===== src/rtl/bao_pkg.sv =====
// Purpose: shared constants for the bus address and readout order block
// Assumes: 32-bit APB register bus, 125 MHz pclk
// Notes:   register byte offsets, fields and dataway phase timing
package bao_pkg;
  localparam int          DATA_W     = 24;
  localparam int          APB_AW     = 8;
  localparam int          SLOTS      = 23;
  // ****************************************
  // register byte offsets
  // ****************************************
  localparam logic [7:0]  OFS_CTRL   = 8'h00;
  localparam logic [7:0]  OFS_NAF    = 8'h04;
  localparam logic [7:0]  OFS_WDATA  = 8'h08;
  localparam logic [7:0]  OFS_RDATA  = 8'h0c;
  localparam logic [7:0]  OFS_STAT   = 8'h10;
  localparam logic [7:0]  OFS_ISTAT  = 8'h14;
  localparam logic [7:0]  OFS_IMASK  = 8'h18;
  // ****************************************
  // field positions
  // ****************************************
  localparam int          CTRL_GO    = 0;
  localparam int          CTRL_WID   = 1;
  localparam int          CTRL_INH   = 3;
  localparam int          NAF_N      = 0;
  localparam int          NAF_A      = 5;
  localparam int          NAF_F      = 9;
  localparam int          RD_X       = 24;
  localparam int          RD_Q       = 25;
  localparam int          ST_ADDR    = 0;
  localparam int          ST_REV     = 5;
  localparam int          ST_BUSY    = 6;
  localparam int          ST_LAM     = 7;
  localparam int          ST_DWINH   = 8;
  localparam int          SB_X       = 0;
  localparam int          SB_Q       = 1;
  localparam int          IRQ_DONE   = 0;
  localparam int          IRQ_LAM    = 1;
  localparam int          IRQ_RDOUT  = 2;
  localparam int          IRQ_W      = 3;
  localparam logic [1:0]  BYTE_LO    = 2'h0;
  localparam logic [1:0]  BYTE_MID   = 2'h1;
  localparam logic [1:0]  BYTE_HI    = 2'h2;
  localparam logic [1:0]  NB_8       = 2'h1;
  localparam logic [1:0]  NB_16      = 2'h2;
  localparam logic [1:0]  NB_24      = 2'h3;
  // ****************************************
  // dataway phase timing, least times
  // ****************************************
  localparam int          CLK_NS     = 8;
  localparam int          SETUP_NS   = 100;
  localparam int          STROBE_NS  = 200;
  localparam int          SETUP_CYC  = (SETUP_NS + CLK_NS - 1) / CLK_NS;
  localparam int          STROBE_CYC = (STROBE_NS + CLK_NS - 1) / CLK_NS;
  typedef enum logic [1:0] {BAO_W8, BAO_W16, BAO_W24, BAO_WRSV} bao_width_t;
endpackage


===== src/rtl/bao_byte_order.sv =====
// Purpose: maps readout position to the data byte it carries
// Assumes: position below the byte count of the selected width
// Notes:   purely combinational
`timescale 1ns/10ps
`default_nettype none
module bao_byte_order
  import bao_pkg::*;
(
  input  wire bao_width_t width,
  input  wire logic       reverse,
  input  wire logic [1:0] pos,
  output logic      [1:0] sel
);
  wire logic rev16 = reverse && (width == BAO_W16);
  wire logic rev24 = reverse && (width >= BAO_W24);
  wire logic swap  = rev16 || (rev24 && pos != BYTE_HI);
  // single byte never reordered
  assign sel = (width == BAO_W8) ? BYTE_LO :
               !swap             ? pos :
               (pos == BYTE_LO)  ? BYTE_MID & {2{rev24}} | {1'b0, rev16}
                                 : BYTE_LO;
endmodule
`default_nettype wire


===== src/rtl/bao_dataway_seq.sv =====
// Purpose: sequences one dataway cycle: setup, strobe one, strobe two
// Assumes: start is a one-cycle pulse taken only while idle
// Notes:   read data, X and Q are caught at the end of strobe one
`timescale 1ns/10ps
`default_nettype none
module bao_dataway_seq
  import bao_pkg::*;
#(
  parameter int SETUP_C  = SETUP_CYC,
  parameter int STROBE_C = STROBE_CYC
)
(
  input  wire logic              pclk,
  input  wire logic              presetn,
  input  wire logic              start,
  input  wire logic [DATA_W-1:0] dw_read,
  input  wire logic              dw_x,
  input  wire logic              dw_q,
  output logic                   busy,
  output logic                   strobe1,
  output logic                   strobe2,
  output logic                   done,
  output logic      [DATA_W-1:0] rdata,
  output logic                   x_resp,
  output logic                   q_resp
);
  initial if (SETUP_C < 1 || STROBE_C < 1 || SETUP_C > 255 || STROBE_C > 255)
    $error("bao_dataway_seq: phase counts out of range");
  typedef enum logic [2:0] {S_IDLE, S_SETUP, S_ONE, S_TWO, S_FIN} bao_seq_t;
  bao_seq_t          st_ff, nxt_st;
  logic [7:0]        cnt_ff;
  logic [DATA_W-1:0] rdata_ff;
  logic              x_ff, q_ff;
  wire logic   cnt_end = (cnt_ff == 8'h01);
  wire logic   capture = (st_ff == S_ONE) && cnt_end;
  always_comb
  begin
    nxt_st = st_ff;
    case (st_ff)
      S_IDLE:  if (start) nxt_st = S_SETUP;
      S_SETUP: if (cnt_end) nxt_st = S_ONE;
      S_ONE:   if (cnt_end) nxt_st = S_TWO;
      S_TWO:   if (cnt_end) nxt_st = S_FIN;
      default: nxt_st = S_IDLE;
    endcase
  end
  // ****************************************
  // phase timer and capture
  // ****************************************
  always_ff @(posedge pclk or negedge presetn)
  begin
    if (!presetn)
    begin
      st_ff    <= S_IDLE;
      cnt_ff   <= 8'h00;
      rdata_ff <= '0;
      x_ff     <= 1'b0;
      q_ff     <= 1'b0;
    end
    else
    begin
      st_ff <= nxt_st;
      if (nxt_st != st_ff)
        cnt_ff <= (nxt_st == S_SETUP) ? 8'(SETUP_C) : 8'(STROBE_C);
      else if (cnt_ff != 8'h00)
        cnt_ff <= cnt_ff - 8'h01;
      if (capture)
      begin
        rdata_ff <= dw_read;
        x_ff     <= dw_x;
        q_ff     <= dw_q;
      end
    end
  end
  assign busy    = (st_ff != S_IDLE);
  assign strobe1 = (st_ff == S_ONE);
  assign strobe2 = (st_ff == S_TWO);
  assign done    = (st_ff == S_FIN);
  assign rdata   = rdata_ff;
  assign x_resp  = x_ff;
  assign q_resp  = q_ff;
endmodule
`default_nettype wire


===== src/rtl/bao_top.sv =====
// Purpose: crate controller address decode, dataway cycles, readout order
// Assumes: switches, jumper and instrument-bus strobes synchronous to pclk
// Notes:   registers over APB, zero wait states
//
// Chosen here: register access over APB and the register addresses.
`timescale 1ns/10ps
`default_nettype none
module bao_top
  import bao_pkg::*;
#(
  parameter int NSLOT = SLOTS
)
(
  input  wire logic              pclk,
  input  wire logic              presetn,
  input  wire logic              psel,
  input  wire logic              penable,
  input  wire logic              pwrite,
  input  wire logic [APB_AW-1:0] paddr,
  input  wire logic [31:0]       pwdata,
  output logic      [31:0]       prdata,
  output logic                   pready,
  output logic                   pslverr,
  input  wire logic              addr_weight_one_switch,
  input  wire logic              addr_weight_two_switch,
  input  wire logic              addr_weight_four_switch,
  input  wire logic              addr_weight_eight_switch,
  input  wire logic              addr_weight_sixteen_switch,
  input  wire logic              order_reverse,
  input  wire logic              bus_addr_valid,
  input  wire logic [4:0]        bus_addr_cmd,
  output logic                   addr_match,
  input  wire logic              talk_done,
  output logic      [7:0]        rd_byte,
  output logic                   rd_valid,
  output logic                   rd_eoi,
  input  wire logic              rd_ready,
  input  wire logic [NSLOT-1:0]  lam_lines,
  input  wire logic [DATA_W-1:0] dw_read,
  input  wire logic              dw_x,
  input  wire logic              dw_q,
  output logic      [4:0]        dw_n,
  output logic      [3:0]        dw_a,
  output logic      [4:0]        dw_f,
  output logic      [DATA_W-1:0] dw_write,
  output logic                   dw_busy,
  output logic                   dw_strobe1,
  output logic                   dw_strobe2,
  output logic                   dw_inhibit,
  output logic                   crate_attention_indicator,
  output logic                   inhibit_indicator,
  output logic                   irq
);
  initial if (NSLOT < 1 || NSLOT > 24)
    $error("bao_top: NSLOT out of range");
  // ****************************************
  // apb decode
  // ****************************************
  wire logic setup_ph = psel && !penable;
  wire logic access   = psel && penable;
  wire logic wr_acc   = access && pwrite;
  wire logic hit_ctrl = (paddr == OFS_CTRL);
  wire logic hit_naf  = (paddr == OFS_NAF);
  wire logic hit_wdat = (paddr == OFS_WDATA);
  wire logic hit_rdat = (paddr == OFS_RDATA);
  wire logic hit_stat = (paddr == OFS_STAT);
  wire logic hit_ist  = (paddr == OFS_ISTAT);
  wire logic hit_imk  = (paddr == OFS_IMASK);
  wire logic mapped   = hit_ctrl || hit_naf || hit_wdat || hit_rdat
                        || hit_stat || hit_ist || hit_imk;
  assign pready  = access;
  assign pslverr = access && !mapped;
  // ****************************************
  // state
  // ****************************************
  logic [4:0]        addr_ff;
  logic [13:0]       naf_ff;
  logic [DATA_W-1:0] wdata_ff;
  bao_width_t        width_ff;
  logic              inh_req_ff, dw_inh_ff, lam_ff;
  logic [IRQ_W-1:0]  istat_ff, imask_ff;
  logic [31:0]       prdata_ff;
  logic              rd_act_ff, eoi_ff;
  logic [1:0]        pos_ff;
  logic [7:0]        byte_ff;
  logic              seq_busy, seq_done, x_resp, q_resp;
  logic [DATA_W-1:0] seq_rdata;
  logic [1:0]        sel;
  wire logic go = wr_acc && hit_ctrl && pwdata[CTRL_GO]
                  && !seq_busy && !rd_act_ff;
  // binary weights, so the sum is the plain concatenation
  wire logic [4:0] sw_sum = {addr_weight_sixteen_switch,
                             addr_weight_eight_switch,
                             addr_weight_four_switch,
                             addr_weight_two_switch,
                             addr_weight_one_switch};
  wire logic lam_any = |lam_lines;
  // ****************************************
  // readout sequencing
  // ****************************************
  wire logic [1:0] nbytes = (width_ff == BAO_W8)  ? NB_8 :
                            (width_ff == BAO_W16) ? NB_16 : NB_24;
  wire logic       take   = rd_act_ff && rd_ready;
  wire logic       last   = take && eoi_ff;
  wire logic [1:0] nxt_pos = seq_done ? BYTE_LO : pos_ff + 2'h1;
  wire logic       nxt_eoi = (nxt_pos == nbytes);
  wire logic [7:0] status_b = (8'(q_resp) << SB_Q) | (8'(x_resp) << SB_X);
  wire logic [7:0] data_b  = seq_rdata[{sel, 3'h0} +: 8];
  wire logic       load    = seq_done || (take && !eoi_ff);
  wire logic [IRQ_W-1:0] ev = {last, lam_any && !lam_ff, seq_done};
  wire logic [IRQ_W-1:0] w1c = (wr_acc && hit_ist) ? pwdata[IRQ_W-1:0]
                                                   : '0;
  bao_byte_order u_order (
    .width   (width_ff),
    .reverse (order_reverse),
    .pos     (nxt_pos),
    .sel     (sel)
  );
  bao_dataway_seq u_seq (
    .pclk    (pclk),
    .presetn (presetn),
    .start   (go),
    .dw_read (dw_read),
    .dw_x    (dw_x),
    .dw_q    (dw_q),
    .busy    (seq_busy),
    .strobe1 (dw_strobe1),
    .strobe2 (dw_strobe2),
    .done    (seq_done),
    .rdata   (seq_rdata),
    .x_resp  (x_resp),
    .q_resp  (q_resp)
  );
  always_ff @(posedge pclk or negedge presetn)
  begin
    if (!presetn)
    begin
      addr_ff <= 5'h00;
      lam_ff  <= 1'b0;
      dw_inh_ff <= 1'b0;
    end
    else
    begin
      addr_ff <= sw_sum;
      lam_ff  <= lam_any;
      if (talk_done)
        dw_inh_ff <= inh_req_ff;
    end
  end
  // ****************************************
  // software registers
  // ****************************************
  always_ff @(posedge pclk or negedge presetn)
  begin
    if (!presetn)
    begin
      naf_ff     <= 14'h0000;
      wdata_ff   <= '0;
      width_ff   <= BAO_W8;
      inh_req_ff <= 1'b0;
      imask_ff   <= '0;
      istat_ff   <= '0;
    end
    else
    begin
      if (wr_acc && hit_ctrl)
      begin
        width_ff   <= bao_width_t'(pwdata[CTRL_WID +: 2]);
        inh_req_ff <= pwdata[CTRL_INH];
      end
      if (wr_acc && hit_naf && !seq_busy)
        naf_ff <= pwdata[13:0];
      // written as received; the jumper plays no part here
      if (wr_acc && hit_wdat && !seq_busy)
        wdata_ff <= pwdata[DATA_W-1:0];
      if (wr_acc && hit_imk)
        imask_ff <= pwdata[IRQ_W-1:0];
      // a new event wins over a clear in the same cycle
      istat_ff <= (istat_ff & ~w1c) | ev;
    end
  end
  wire logic [31:0] stat_w = 32'({dw_inh_ff, lam_ff, seq_busy || rd_act_ff,
                                  order_reverse, addr_ff});
  wire logic [31:0] rd_mux =
    hit_ctrl ? 32'({inh_req_ff, width_ff, 1'b0}) :
    hit_naf  ? 32'(naf_ff) :
    hit_wdat ? 32'(wdata_ff) :
    hit_rdat ? 32'({q_resp, x_resp, seq_rdata}) :
    hit_stat ? stat_w :
    hit_ist  ? 32'(istat_ff) :
    hit_imk  ? 32'(imask_ff) : 32'h0000_0000;
  always_ff @(posedge pclk or negedge presetn)
  begin
    if (!presetn)
      prdata_ff <= 32'h0000_0000;
    else if (setup_ph)
      prdata_ff <= rd_mux;
  end
  // ****************************************
  // byte stream to the instrument bus
  // ****************************************
  always_ff @(posedge pclk or negedge presetn)
  begin
    if (!presetn)
    begin
      rd_act_ff <= 1'b0;
      pos_ff    <= 2'h0;
      byte_ff   <= 8'h00;
      eoi_ff    <= 1'b0;
    end
    else
    begin
      if (seq_done)
        rd_act_ff <= 1'b1;
      else if (last)
        rd_act_ff <= 1'b0;
      if (load)
      begin
        pos_ff  <= nxt_pos;
        byte_ff <= nxt_eoi ? status_b : data_b;
        eoi_ff  <= nxt_eoi;
      end
    end
  end
  assign prdata   = prdata_ff;
  assign addr_match = bus_addr_valid && (bus_addr_cmd == addr_ff);
  assign rd_byte  = byte_ff;
  assign rd_valid = rd_act_ff;
  assign rd_eoi   = rd_act_ff && eoi_ff;
  assign dw_n     = naf_ff[NAF_N +: 5];
  assign dw_a     = naf_ff[NAF_A +: 4];
  assign dw_f     = naf_ff[NAF_F +: 5];
  assign dw_write = wdata_ff;
  assign dw_busy  = seq_busy;
  assign dw_inhibit = dw_inh_ff;
  assign crate_attention_indicator = lam_ff;
  assign inhibit_indicator = inh_req_ff;
  assign irq      = |(istat_ff & imask_ff);
endmodule
`default_nettype wire


===== config.mk =====
export PLATFORM = sky130hd
export DESIGN_NAME = bao_top
export DESIGN_NICKNAME = d
export VERILOG_FILES = /design/src/rtl/bao_pkg.sv /design/src/rtl/bao_byte_order.sv /design/src/rtl/bao_dataway_seq.sv /design/src/rtl/bao_top.sv
export SDC_FILE = /design/constraint.sdc
export NUM_CORES = 1
export LEC_CHECK = 0
export BUFFER_PORTS_ARGS = -buffer_cell sky130_fd_sc_hd__buf_2
export CAP_MARGIN = 20
export CORE_ASPECT_RATIO = 1.25
export CORE_MARGIN = 2
export CORE_UTILIZATION = 54
export CTS_BUF_LIST = sky130_fd_sc_hd__clkbuf_16
export DETAILED_ROUTE_END_ITERATION = 8
export PLACE_DENSITY = 0.85
export SLEW_MARGIN = 20
export SYNTH_ARGS = -nofsm -noshare
export SYNTH_HDL_FRONTEND = slang
export SYNTH_SLANG_ARGS = --single-unit
export TNS_END_PERCENT = 1

===== constraint.sdc =====
create_clock -name pclk -period 3.5 [get_ports pclk]
set_clock_uncertainty 0.2 [all_clocks]
set_input_delay 0.35 -clock pclk [delete_from_list [all_inputs] [get_ports pclk]]
set_output_delay 0.35 -clock pclk [all_outputs]
set_load 0.02 [all_outputs]

* Yosys cells after proc, flatten, opt, wreduce, memory -nomap -nowiden
Cells that the tools add are included.
Widths: inputs -> output; s select.
** Cells by class
- Mux-type cells :: 25
- Add/sub/neg operators :: 2
- Eq/ne operators :: 17
- Bitwise operators :: 6
- $lt $le $gt $ge :: 1
- Reduce and logical (&&, ||, !) cells :: 49
- Shift operators :: 1
** Operators with widths (count)
- $mux 26 :: 4
- $eq 8x5->1 const B :: 3
- $logic_and 1x1->1 :: 24
- $mux 8 :: 3
- $shiftx 24x6->8 :: 1
- $reduce_or 23->1 :: 1
- $mux 3 :: 7
- $eq 8x4->1 const B :: 2
- $pmux 3 s4 :: 1
- $mux 2 :: 5
- $logic_or 1x1->1 :: 9
- $mux 9 :: 1
- $eq 8x1->1 const B :: 1
- $eq 8x3->1 const B :: 1
- $logic_not 8->1 :: 1
- $reduce_bool 8->1 :: 1
- $sub 8x1->8 const B :: 1
- $and 3x3->3 :: 2
- $eq 3x1->1 const B :: 2
- $eq 3x2->1 const B :: 2
- $logic_not 1->1 :: 6
- $eq 5x5->1 :: 1
- $mux 5 :: 1
- $logic_not 2->1 :: 2
- 16 further kinds :: 19
** Storage, ports and cells
- Bits in registers :: 135
- Input port bits :: 108
- Logic and storage cells :: 120

* Depth between registers and ports, before layout
Gate-level depths: netlist of run 1.
- Depth after elaboration :: 11
- Gate-level depth with buffers :: 7
- Gate-level depth less buffers :: 6

* Modules after synthesis
A second synthesis of run 1 with hierarchy kept.
** Second synthesis, totals
- Cells, all modules :: 562
- Area total of the unflattened synthesis :: 6369.9 um^2
** Modules (own cells, without submodules)
- bao_top :: seq. area each 2302.2 um^2, cells an instance 437, instances 1, area an instance 4712.0 um^2
- bao_dataway_seq :: seq. area each 925.9 um^2, cells an instance 120, instances 1, area an instance 1620.3 um^2
- bao_byte_order :: seq. area each 0.0 um^2, cells an instance 5, instances 1, area an instance 37.5 um^2

* Least setup slack after synthesis of run 1
Ideal clock, no wire load.
- Path kind :: input to register
- Start :: in paddr[5]
- End :: reg wdata_ff[10] (netlist: dw_write[10])
- Stages on the path :: 6
- Slack :: 1.222 ns
- Data required time :: 3.175 ns
- Data arrival time :: 1.953 ns
- Cells stage by stage :: or3_1 buf_2 nor4_4 nand2_4 buf_6 mux2_4
** Between the ends
- Cells in the longest elaborated chain, start to end :: 3
** Ends and longest elaborated chain
- from (decl) :: line bao_top.sv:19 : input wire logic [APB_AW-1:0] paddr,
- $eq 8x4->1 :: line bao_top.sv:64 : wire logic hit_wdat = (paddr == OFS_WDATA);
- $logic_and 1x1->1 (2 in a row) :: line bao_top.sv:174 : if (wr_acc && hit_wdat && !seq_busy)
- to (signal assigned) :: line bao_top.sv:175 : wdata_ff <= pwdata[DATA_W-1:0];
- to (decl) :: line bao_top.sv:78 : logic [DATA_W-1:0] wdata_ff;
No other way between the ends.
A chain may end at the register's enable or synchronous reset.

* Final worst setup path of run 1
- Start :: reg u_seq.st_ff[0]
- End :: reg naf_ff[6]
** Between the ends
- Cells in the longest elaborated chain, start to end :: 3
** Ends and longest elaborated chain
- from (decl) :: line bao_dataway_seq.sv:30 : bao_seq_t st_ff, nxt_st;
- from (signal assigned) :: line bao_dataway_seq.sv:62 : st_ff <= nxt_st;
- $reduce_bool 3->1 :: line bao_dataway_seq.sv:75 : assign busy = (st_ff != S_IDLE);
- $logic_not 1->1 :: line bao_top.sv:171 : if (wr_acc && hit_naf && !seq_busy)
- $logic_and 1x1->1 :: line bao_top.sv:171
- to (signal assigned) :: line bao_top.sv:172 : naf_ff <= pwdata[13:0];
- to (decl) :: line bao_top.sv:77 : logic [13:0] naf_ff;
No other way between the ends.

==> metrics.md, run 1 <==
| Metric | Value |
|---|---|
| Wire length per cell | `20.3 um` |
| Post-CTS Setup Repair Bufs | `0` |
| Required time of the critical path | `3600 ps` |
| Fillers | `740` |
| Synth warnings | `0` |
| P&R area growth vs syn | `34.6%` |
| TritonCTS Buffers | `17` |
| Post-synth top area cell | `dfrtp_1` |
| Number of different library cells in the post-synthesis netlist | `57` |
| Iteration-0 DRC Markers | `440` |
| Most used flip-flop cell after synthesis | `dfrtp_1` |
| Multi-input gate area | `2810 um2` |
| FMAX | `0.374 GHz` |
| Final Wtd Congestion | `0.919` |
| Reg2reg start | `u_seq.st_ff[0]` |
| Worst setup SP type | `register` |
| Core ar. | `11,200 um2` |
| Largest family of logic cells by synthesized area | `simple AND/OR/NAND/NOR gates` |
| Total Routing Usage GR | `31.6%` |
| DR pass1 iterations | `8` |
| Post-synth ARST share | `100%` |
| Final hold vios | `0` |
| Flop pwr share | `42.3%` |
| RSZ-0062 raised after global routing | `false` |
| Clk root buf | `clkbuf_16` |
| Worst hold start | `rd_ready` |
| Slew at the pin with the worst max-slew slack | `886 ps` |
| Remaining Overflow, GRT | `0` |
| Clock Latency Late Sink | `420 ps` |
| Ant. Diodes | `0` |
| Switching power total | `0.00140 W` |
| Vias per cell | `5.98` |
| Avg Cell Area, Syn | `11.0 um2` |
| Layout cells sized above 1 | `36.4%` |
| GRT Max-Usage Layer | `met2` |
| Initial antenna violation count | `0` |
| Most area-consuming cells after synthesis | `dfrtp_1 (52%), mux2_2 (9.0%), mux2_4 (4.8%)` |
| Routed vias | `5,692` |
| Int Pwr | `0.00330 W` |
| Initial Util | `55.8%` |
| Worst EP arrival | `2770 ps` |
| Full die area | `12,500 um2` |
| Final Cycle Share | `76.4%` |
| Post-Synth Adder-Cell Area | `0.400%` |
| Mux cell area share after synthesis | `14.3%` |
| Outcome | `complete, no violations` |
| Final HPWL DP | `12.7 mm` |
| Rel. slew slack | `40.8%` |
| Worst setup EP type | `register` |
| Gate count after technology mapping | `566` |
| Combinational power share | `20.8%` |
| Leak pwr | `4.29 nW` |
| Port bufs | `183` |
| Clk sinks | `129` |
| Post-synth EDFFs | `0` |
| Finish-stage setup viols | `0` |
| Cell row count | `43` |
| Die Y | `124 um` |
| Max Fanout on Critical Path | `14` |
| Max-slew violation count | `0` |
| Drt total wl | `19.3 mm` |
| Nets | `914` |
| Net Sw Frac | `29.8%` |
| Most frequent cells in the layout | `buf_2 (182), dfrtp_1 (129), dlygate4sd3_1 (55), mux2_2 (50), nand2_1 (47)` |
| Max Buffers Root-to-Sink | `2` |
| Top-area cell type share of the netlist area | `51.7%` |
| Maxcap violations | `0` |
| Routed Antenna Nets | `0` |
| Sequential share of the synthesized area | `51.7%` |
| CP Launch Point | `u_seq.st_ff[0]` |
| Met3 usage | `7.01%` |
| Pwr Density | `559 nW/um2` |
| Post-Syn Area | `6250 um2` |
| First-pass GRT wire length | `30.5 mm` |
| I/O pins | `198` |
| Setup TNS | `0 ps` |
| Worst min-delay path class | `input pin to register` |
| Vias in the first global route | `5,919` |
| Final Util | `75.2%` |
| DRC violations left | `0` |
| #FFs+latches synth | `129` |
| VDD IR max | `0.401 mV` |
| Post-synthesis compound-gate area fraction | `13.7%` |
| CTS HTree Levels | `4` |
| Clk pwr share | `37.0%` |
| CP Class | `register to register` |
| Commonest non-fill, non-tap cell in the layout | `buf_2` |
| Register Area | `3230 um2` |
| M2 GR Usage | `54.8%` |
| Die X-Extent | `100 um` |
| CTS tree | `built` |
| Grt met1 use | `37.8%` |
| Clock Pin Slew Worst Setup and Hold Paths | `60 ps` |
| Min cycle time layout | `2670 ps` |
| Post-Synth Simple-Gate Area | `14.7%` |
| Largest net degree at the start of global routing | `76` |
| Synth Area in XOR/XNOR | `1.40%` |
==> routing by layer <==
layer	vias up	wire length (um)
met4	0	680
met1	2771	7120
met5	-	0
met3	61	1360
li1	2527	-
met2	333	10200
==> cell usage after synthesis (all sizes together), types with 4 or more instances <==
| cell | number |
|---|---|
| a31oi | 5 |
| nor4 | 10 |
| nor3b | 5 |
| inv | 19 |
| o21ai | 29 |
| a21oi | 22 |
| xnor2 | 4 |
| clkbuf | 21 |
| nor2b | 15 |
| nor3 | 10 |
| or3 | 12 |
| a221oi | 7 |
| buf | 12 |
| nand2b | 8 |
| and3 | 12 |
| nand2 | 48 |
| and2 | 4 |
| mux2 | 70 |
| nor2 | 31 |
| xor2 | 6 |
| a22o | 6 |
| o32ai | 8 |
| dfrtp | 129 |
| o31ai | 4 |
| nand3 | 9 |
| a22oi | 20 |
==> area by class of cell <==
cell class / count / share of cell area [%]
Timing Repair Buffer: 247 / 18.5
Clock inverter: 15 / 1.81
Inverter: 19 / 0.848
Clock buffer: 17 / 5.06
Multi-Input combinational cell: 390 / 33.4
Sequential cell: 129 / 38.4
Tap cell: 135 / 2.01
==> repair_timing <==
action,in CTS,in global routing
hold buffers,54,1
setup endpoints to repair,0,0
resized for setup,0,0
hold endpoints to repair,113,1
==> worst paths after layout <==
kind | cells past startpoint | end | slack, ps
setup reg to reg | 4 | naf_ff[6] | 830
max in group asynchronous | 3 | naf_ff[3] | 1880
min in group asynchronous | 2 | prdata[23] | 370
hold reg to reg | 2 | prdata[25] | 270
hold / removal | 2 | istat_ff[2] | 10
setup / recovery | 4 | naf_ff[6] | 830
==> metrics by stage <==
stage                     setup slack (ps)  cell area (um2)  power, W  hold slack (ps)  cells
after floorplan                       1220             6270   0.00255             -146    571
after global placement                 771             7270   0.00285              222    864
after detailed placement               705             7280   0.00291              232    865
after CTS                              880             8400   0.00469             4.65    951
after global routing                   756             8410   0.00491             13.1    952
final                                  826             8410   0.00470             11.3    952
==> power by group through the flow <==
stage          registers (W)  logic, W  clock network, W
2_1_floorplan        0.00196  0.000592                 0
3_5_place_dp         0.00200  0.000912                 0
4_1_cts              0.00198  0.000969           0.00175
3_3_place_gp         0.00198  0.000875                 0
6_report             0.00199  0.000976           0.00174
5_1_grt              0.00201   0.00107           0.00183
==> flip-flops by register name (all words and copies together), names as in the netlist, 2 cells and up <==
register,flops
rd_byte,8
width_ff,2
addr_ff,5
istat_ff,3
prdata,26
dw_write,24
imask_ff,3
naf_ff,14
u_seq.st_ff,3
u_seq.cnt_ff,8
u_seq.rdata,24
pos_ff,2
==> worst max-delay path, stage by stage, from the launching register on <==
cell and delay, ps:
dfrtp_1 440, or3_1 470, nor2_1 320, nand2_1 620
mux2_2 510
==> logic make-up (layout without fill, tap and decap cells) <==
logic type      Yosys count  in the layout
mux                      73             73
simple gates            174            174
buf+inv                  52            298
compound gates          125            125
flops                   129            129
other cells               1              6
xor+xnor                 10             10
fa+ha+maj                 2              2
Power figures use the tool's default switching activity.
==> run 2: changes to the inputs <==
CORE_UTILIZATION = 46   (was 54)
PLACE_DENSITY = 0.77   (was 0.85)
clock period = 2.3 ns   (was 3.5 ns; I/O delays follow)
==> run 2 against run 1 <==
- die area is 17% higher
- global-route usage is 4.2 points lower
- sequential cell count stayed put
- highest routed layer unchanged
- wire length is 1.4% higher
- largest cell class unchanged
- first-iteration DRC count is 9.1% lower
- largest power group unchanged
- cell area is 5.3% higher
==> metrics.md, run 2 (synthesis gave the netlist of run 1 again) <==
| Metric | Value |
|---|---|
| Max-slew violation count | `0 (unchanged)` |
| Cell row count | `47 (+9.3%)` |
| Worst Setup Slack, final | `105 ps (-721 ps)` |
| Ant. Diodes | `0 (unchanged)` |
| Final std cells w/o fill | `1,020 (+7.1%)` |
| Wire length per cell | `19.2 um (-5.3%)` |
| Post-CTS Setup Repair Bufs | `0 (unchanged)` |
| CP Class | `input pin to register` |
| Clk root buf | `clkbuf_16` |
| CTS HTree Levels | `4 (unchanged)` |
| Max Fanout on Critical Path | `2 (-12)` |
| CTS tree | `built` |
| Routed Antenna Nets | `0 (unchanged)` |
| Port bufs | `183 (unchanged)` |
| RSZ-0062 raised after global routing | `false` |
| Clk sinks | `129 (unchanged)` |
| Initial antenna violation count | `0 (unchanged)` |
| Pre-CTS WS | `-14.9 ps (-720 ps)` |
| Vias per cell | `5.66 (-5.4%)` |
| Worst min-delay path class | `input pin to register` |
| Die X-Extent | `108 um (+8.0%)` |
| Nets | `946 (+3.5%)` |
| P&R area growth vs syn | `41.7%` |
| Crit path top cell by count | `dlygate4sd3_1` |
| Initial Util | `47.2% (-8.6 points)` |
| Rel. slew slack | `54.0% (+13 points)` |
| Final hold vios | `0 (unchanged)` |
| Slew at the pin with the worst max-slew slack | `686 ps (-200 ps)` |
| Placed Area | `7560 um2 (+3.8%)` |
| Vias in the first global route | `5,970 (+0.86%)` |
| Finish-stage setup viols | `0 (unchanged)` |
| Final Cycle Share | `95.4%` |
| TritonCTS Buffers | `17 (unchanged)` |
| CP delay by family, top | `buffers and inverters` |
| Full die area | `14,500 um2 (+17%)` |
| Final HPWL DP | `13.7 mm (+7.5%)` |
| Reg2reg start | `u_seq.cnt_ff[6]` |
| Final Wtd Congestion | `0.876 (-4.6%)` |
| Fin area | `8850 um2 (+5.3%)` |
| First-pass GRT wire length | `30.6 mm (+0.55%)` |
| Pwr Density | `850 nW/um2 (+52%)` |
| Power, Total | `0.00753 W (+60%)` |
| Iteration-0 DRC Markers | `400 (-9.1%)` |
| Outcome | `complete, no violations` |
| CP Launch Point | `lam_lines[11]` |
| FMAX | `0.456 GHz` |
| Worst EP arrival | `2290 ps (-480 ps)` |
| Placed insts | `925 (+6.9%)` |
| VDD IR max | `0.542 mV (+35%)` |
| Min cycle time layout | `2190 ps` |
| Remaining Overflow, GRT | `0 (unchanged)` |
| Core ar. | `13,200 um2 (+18%)` |
| Most frequent cells in the layout | `buf_2 (182), dfrtp_1 (129), dlygate4sd3_1 (62), mux2_2 (50), nand2_1 (47)` |
| Max FFs per register | `26 (unchanged)` |
| Die Y | `134 um (+8.1%)` |
| Max incr delay on CP | `580 ps (-40 ps)` |
| Worst setup EP type | `register` |
| Critical path buffers and inverters | `4 (+4)` |
| Routed vias | `5,769 (+1.4%)` |
| Leak pwr | `4.51 nW (+5.1%)` |
| I/O pins | `198 (unchanged)` |
| Clock Latency Late Sink | `420 ps (about the same)` |
| Slowest-stage cell, CP | `dlygate4sd3_1` |
| Maxcap violations | `0 (unchanged)` |
| Worst path cell trace | `dlygate4sd3_1 -> buf_2 -> nor4_1 -> dlygate4sd3_1 -> nand3b_1 -> dlygate4sd3_1` |
| Worst setup SP type | `input pin` |
| DRC violations left | `0 (unchanged)` |
| Drt total wl | `19.6 mm (+1.4%)` |
| Worst hold start | `pwrite` |
| Largest net degree at the start of global routing | `52 (-32%)` |
| Layout cells sized above 1 | `38.2% (+1.8 points)` |
| Fillers | `996 (+35%)` |
| DR pass1 iterations | `5 (-3)` |
| Clock Pin Slew Worst Setup and Hold Paths | `60 ps (about the same)` |
| Setup TNS | `0 ps (unchanged)` |
| Total Routing Usage GR | `27.5% (-4.2 points)` |
| Commonest non-fill, non-tap cell in the layout | `buf_2` |
| Required time of the critical path | `2400 ps (-1200 ps)` |
| Max Buffers Root-to-Sink | `2 (unchanged)` |
[run 2: power breakdown]
part	internal [W]	leakage, nW	total, W	switching [W]
logic	0.000769	2.52	0.00158	0.000812
registers	0.00264	1.67	0.00302	0.000381
clock network	0.00192	0.316	0.00293	0.00101
[run 2: worst paths after layout]
check | cells past startpoint | slack (ps) | end
setup reg to reg | 5 | 150 | u_seq.rdata[1]
min in group asynchronous | 2 | 140 | addr_ff[0]
max in group asynchronous | 3 | 1080 | prdata[24]
hold reg to reg | 2 | 260 | prdata[24]
hold / removal | 3 | 80 | width_ff[1]
setup / recovery | 6 | 110 | crate_attention_indicator
[run 2: timing repair]
action / 4_1_cts / 5_1_grt
resized for setup: 1 / 4
endpoints found under the hold margin: 118 / 0
setup endpoints to repair: 2 / 29
hold buffers: 63 / 0
[run 2: through the flow]
stage | utilization [%] | hold WS, ps
finish | 66.9 | 83.3
detailed placement | 57.2 | 48.2
global placement | 57.2 | 40.1
floorplan | - | -266
global route | 66.9 | 115
CTS | 66.8 | 78.0
[run 2: worst min-delay path: cells and delay by family]
family        cells  cell delay, ps
simple gates      1             140
mux               1             170
buf+inv           1             120
[run 2: per-layer routing]
metal | wire, um | track usage [%] | vias up
met4 | 630 | 11.5 | 0
met3 | 1200 | 5.44 | 56
met5 | 0 | 0 | -
li1 | - | - | 2601
met1 | 7550 | 32.4 | 2823
met2 | 10200 | 48.4 | 289
[run 2: final cells by class]
cell class	count	area [um2]	area share (%)
Timing Repair Buffer	279	1870	21.2
Clock inverter	15	214	2.42
Tap cell	171	214	2.42
Sequential cell	129	3230	36.5
Clock buffer	17	425	4.80
Multi-Input combinational cell	390	2830	31.9
Inverter	19	71.3	0.805
==> run 3: changes to the inputs <==
CORE_UTILIZATION = 47   (was 46)
PLACE_DENSITY = 0.78   (was 0.77)
SYNTH_HIERARCHICAL = 1   (was unset)
==> run 3 against run 2 <==
- area after synthesis rose by 1.9%
- cell count fell by 0.78%
- first-iteration DRC count increased by 13%
==> metrics.md, run 3 <==
| Metric | Value |
|---|---|
| Outcome | `complete, no violations` |
| Clock Latency Late Sink | `410 ps (about the same)` |
| Min cycle time layout | `2210 ps (+15.9 ps)` |
| Pwr Density | `615 nW/um2 (-28%)` |
| Vias per cell | `5.57 (-1.5%)` |
| P&R area growth vs syn | `38.2%` |
| Commonest non-fill, non-tap cell in the layout | `buf_2` |
| Remaining Overflow, GRT | `0 (unchanged)` |
| Max incr delay on CP | `410 ps (-170 ps)` |
| Port bufs | `183 (unchanged)` |
| TritonCTS Buffers | `17 (unchanged)` |
| Finish-stage setup viols | `0 (unchanged)` |
| Worst hold path endpoint | `istat_ff[1]` |
| Nets | `939 (-0.74%)` |
| Hold Crit Depth | `4 (+1)` |
| RSZ-0062 raised after global routing | `true` |
| #FFs+latches synth | `129 (unchanged)` |
| Worst path cell trace | `nor2_2 -> and2_4 -> nor2_2 -> and3b_1 -> a31o_2 -> nor2b_1 -> buf_4 -> a21oi_1 -> o31ai_1` |
| Worst setup SP type | `register` |
| VDD IR max | `0.405 mV (-25%)` |
| Post-synth top area cell | `dfrtp_1` |
| Initial antenna violation count | `0 (unchanged)` |
| Fillers | `970 (-2.6%)` |
| Most area-consuming cells after synthesis | `dfrtp_1 (51%), mux2_4 (7.1%), mux2_2 (6.9%)` |
| Cell row count | `47 (unchanged)` |
| Initial Util | `48.1% (+0.92 points)` |
| Worst Setup Slack, final | `89.2 ps (-15.9 ps)` |
| Crit path top cell by count | `nor2_2` |
| Final Wtd Congestion | `0.847 (-3.3%)` |
| Largest net degree at the start of global routing | `40 (-23%)` |
| Max Fanout on Critical Path | `6 (+4)` |
| Ant. Diodes | `0 (unchanged)` |
| Max Buffers Root-to-Sink | `2 (unchanged)` |
| Max FFs per register | `26 (unchanged)` |
| Max-slew violation count | `0 (unchanged)` |
| CTS HTree Levels | `4 (unchanged)` |
| Critical R2R Capture | `rd_byte[5]` |
| Iteration-0 DRC Markers | `451 (+13%)` |
| Drt total wl | `19.2 mm (-2.1%)` |
| Top-area cell type share of the netlist area | `50.7% (-0.98 points)` |
| Worst r2r path cells | `9 (+4)` |
| Number of different library cells in the post-synthesis netlist | `67 (+18%)` |
| Final hold vios | `0 (unchanged)` |
| Slowest-stage cell, CP | `dfrtp_1` |
| Final Util | `66.5% (-0.40 points)` |
| I/O pins | `198 (unchanged)` |
| Clock Pin Slew Worst Setup and Hold Paths | `60 ps (about the same)` |
| Leak pwr | `4.50 nW (-0.12%)` |
| Synth cell count leaders | `dfrtp_1 (129), nor2_1 (47), nand2_1 (45), mux2_2 (39), mux2_4 (30)` |
| Avg Cell Area, Syn | `11.3 um2 (+2.7%)` |
| Reg2reg start | `u_seq/st_ff[0]` |
| Routed vias | `5,639 (-2.3%)` |
| Die X-Extent | `108 um (-0.11%)` |
| Post-synth EDFFs | `0 (unchanged)` |
| Pre-CTS WS | `-18.8 ps (-3.93 ps)` |
| Worst hold start | `lam_lines[8]` |
| Worst min-delay path class | `input pin to register` |
| Most used flip-flop cell after synthesis | `dfrtp_1` |
| Clk sinks | `129 (unchanged)` |
| Full die area | `14,500 um2 (-0.22%)` |
| Gate count after technology mapping | `562 (-0.71%)` |
| Routed Antenna Nets | `0 (unchanged)` |
| Reg2reg setup slack | `90 ps (-60 ps)` |
| Post-synth ARST share | `100% (unchanged)` |
| Die Y | `134 um (-0.11%)` |
| CTS tree | `built` |
| Most frequent cells in the layout | `buf_2 (182), dfrtp_1 (129), dlygate4sd3_1 (60), nor2_1 (45), nand2_1 (45)` |
| DRC violations left | `0 (unchanged)` |
| Vias in the first global route | `5,806 (-2.7%)` |
| Final HPWL DP | `13.6 mm (-0.97%)` |
| Rel. slew slack | `44.3% (-9.6 points)` |
| Sequential share of the synthesized area | `50.7% (-0.98 points)` |
| Synth warnings | `6 (+6)` |
| Wire length per cell | `19.0 um (-1.3%)` |
| Top-count cell post-synth | `dfrtp_1` |
| Required time of the critical path | `2420 ps (+20 ps)` |
| Final Cycle Share | `96.1% (+0.69 points)` |
| Maxcap violations | `0 (unchanged)` |
| First-pass GRT wire length | `30.1 mm (-1.6%)` |
| FMAX | `0.452 GHz (-0.72%)` |
| CP Class | `register to register` |
| Layout cells sized above 1 | `40.5% (+2.4 points)` |
| Slew at the pin with the worst max-slew slack | `832 ps (+146 ps)` |
| Post-Syn Area | `6370 um2 (+1.9%)` |
| Worst setup EP type | `register` |
| Core ar. | `13,200 um2 (unchanged)` |
| Clk root buf | `clkbuf_16` |
| Total Routing Usage GR | `27.1% (-0.42 points)` |
| DR pass1 iterations | `5 (unchanged)` |
| Worst EP arrival | `2330 ps (+40 ps)` |
run 3: cell types whose count changed after synthesis, moves of 7 or more:
cell / before / now
nor2_1: 31 / 47
a22oi_1: 20 / 5
mux2i_1: 3 / 18
inv_1: 19 / 7
mux2_2: 50 / 39
and3_1: 12 / 2
mux2_4: 20 / 30
o32ai_1: 8 / 0
o31ai_1: 4 / 11
or3_1: 12 / 5
run 3: stage by stage:
step,hold WS [ps],area (um2),TNS [ps],std cells,power (W)
global route,28.0,8800,-101,1012,0.00559
finish,13.0,8800,0,1012,0.00541
detailed placement,-5.87,7610,-34.6,919,0.00276
floorplan,-266,6420,-167,567,0.00254
global placement,-15.9,7610,0,919,0.00275
CTS,0.0670,8810,0,1013,0.00544
run 3: worst max-delay path by stage:
stage	startpoint	end	slack [ps]
2_1_floorplan	u_seq/st_ff[2]	dw_write[10]	-8
3_5_place_dp	u_seq/st_ff[1]	rd_byte[6]	-20
4_1_cts	u_seq/st_ff[0]	rd_byte[6]	30
6_report	u_seq/st_ff[0]	rd_byte[5]	90
3_3_place_gp	paddr[5]	prdata[2]	70
5_1_grt	u_seq/st_ff[1]	rd_byte[5]	-40
run 3: final cells by class:
cell class	count	area (um2)	area share (%)
Multi-Input combinational cell	396	2970	33.7
Timing Repair Buffer	277	1800	20.4
Clock inverter	15	144	1.63
Clock buffer	17	425	4.83
Inverter	7	26.3	0.299
Sequential cell	129	3230	36.7
Tap cell	171	214	2.43
run 3: cells by family (layout without fill, tap and decap cells):
logic type      after synthesis  count (layout)  share of synthesized area [%]
flops                       129             129                           50.7
other cells                   1               6                         0.0589
simple gates                177             177                           15.1
buf+inv                      42             316                           3.30
xor+xnor                     13              13                           1.79
fa+ha+maj                     3               3                          0.589
mux                          90              90                           17.3
compound gates              107             107                           11.1
run 3: report_power, final:
part / total, W / switching (W) / internal, W
clock: 0.00260 / 0.00102 / 0.00158
sequential: 0.00235 / 0.0000427 / 0.00231
combinational: 0.000458 / 0.000237 / 0.000221
total: 0.00541 / 0.00130 / 0.00411
run 3: layer usage:
metal / wire (um) / vias up / global-route usage (%)
li1: - / 2552 / -
met1: 7660 / 2791 / 33.4
met2: 9810 / 254 / 45.2
met3: 1340 / 42 / 7.43
met4: 373 / 0 / 9.97
met5: 0 / - / 0
run 3: critical path, delay by kind of cell (launching register included):
| family | cells | cell delay, ps |
|---|---|---|
| and+or+nand+nor | 5 | 750 |
| AOI/OAI and AO/OA | 3 | 570 |
| DFF | 1 | 410 |
| buffers and inverters | 1 | 180 |
run 3: timing repair:
action,4_1_cts,5_1_grt
endpoints found under the hold margin,210,0
hold buffers,61,0
pin swaps,0,1
setup buffers,1,0
resized for setup,1,3
endpoints found under the setup margin,7,10
cloned,0,0
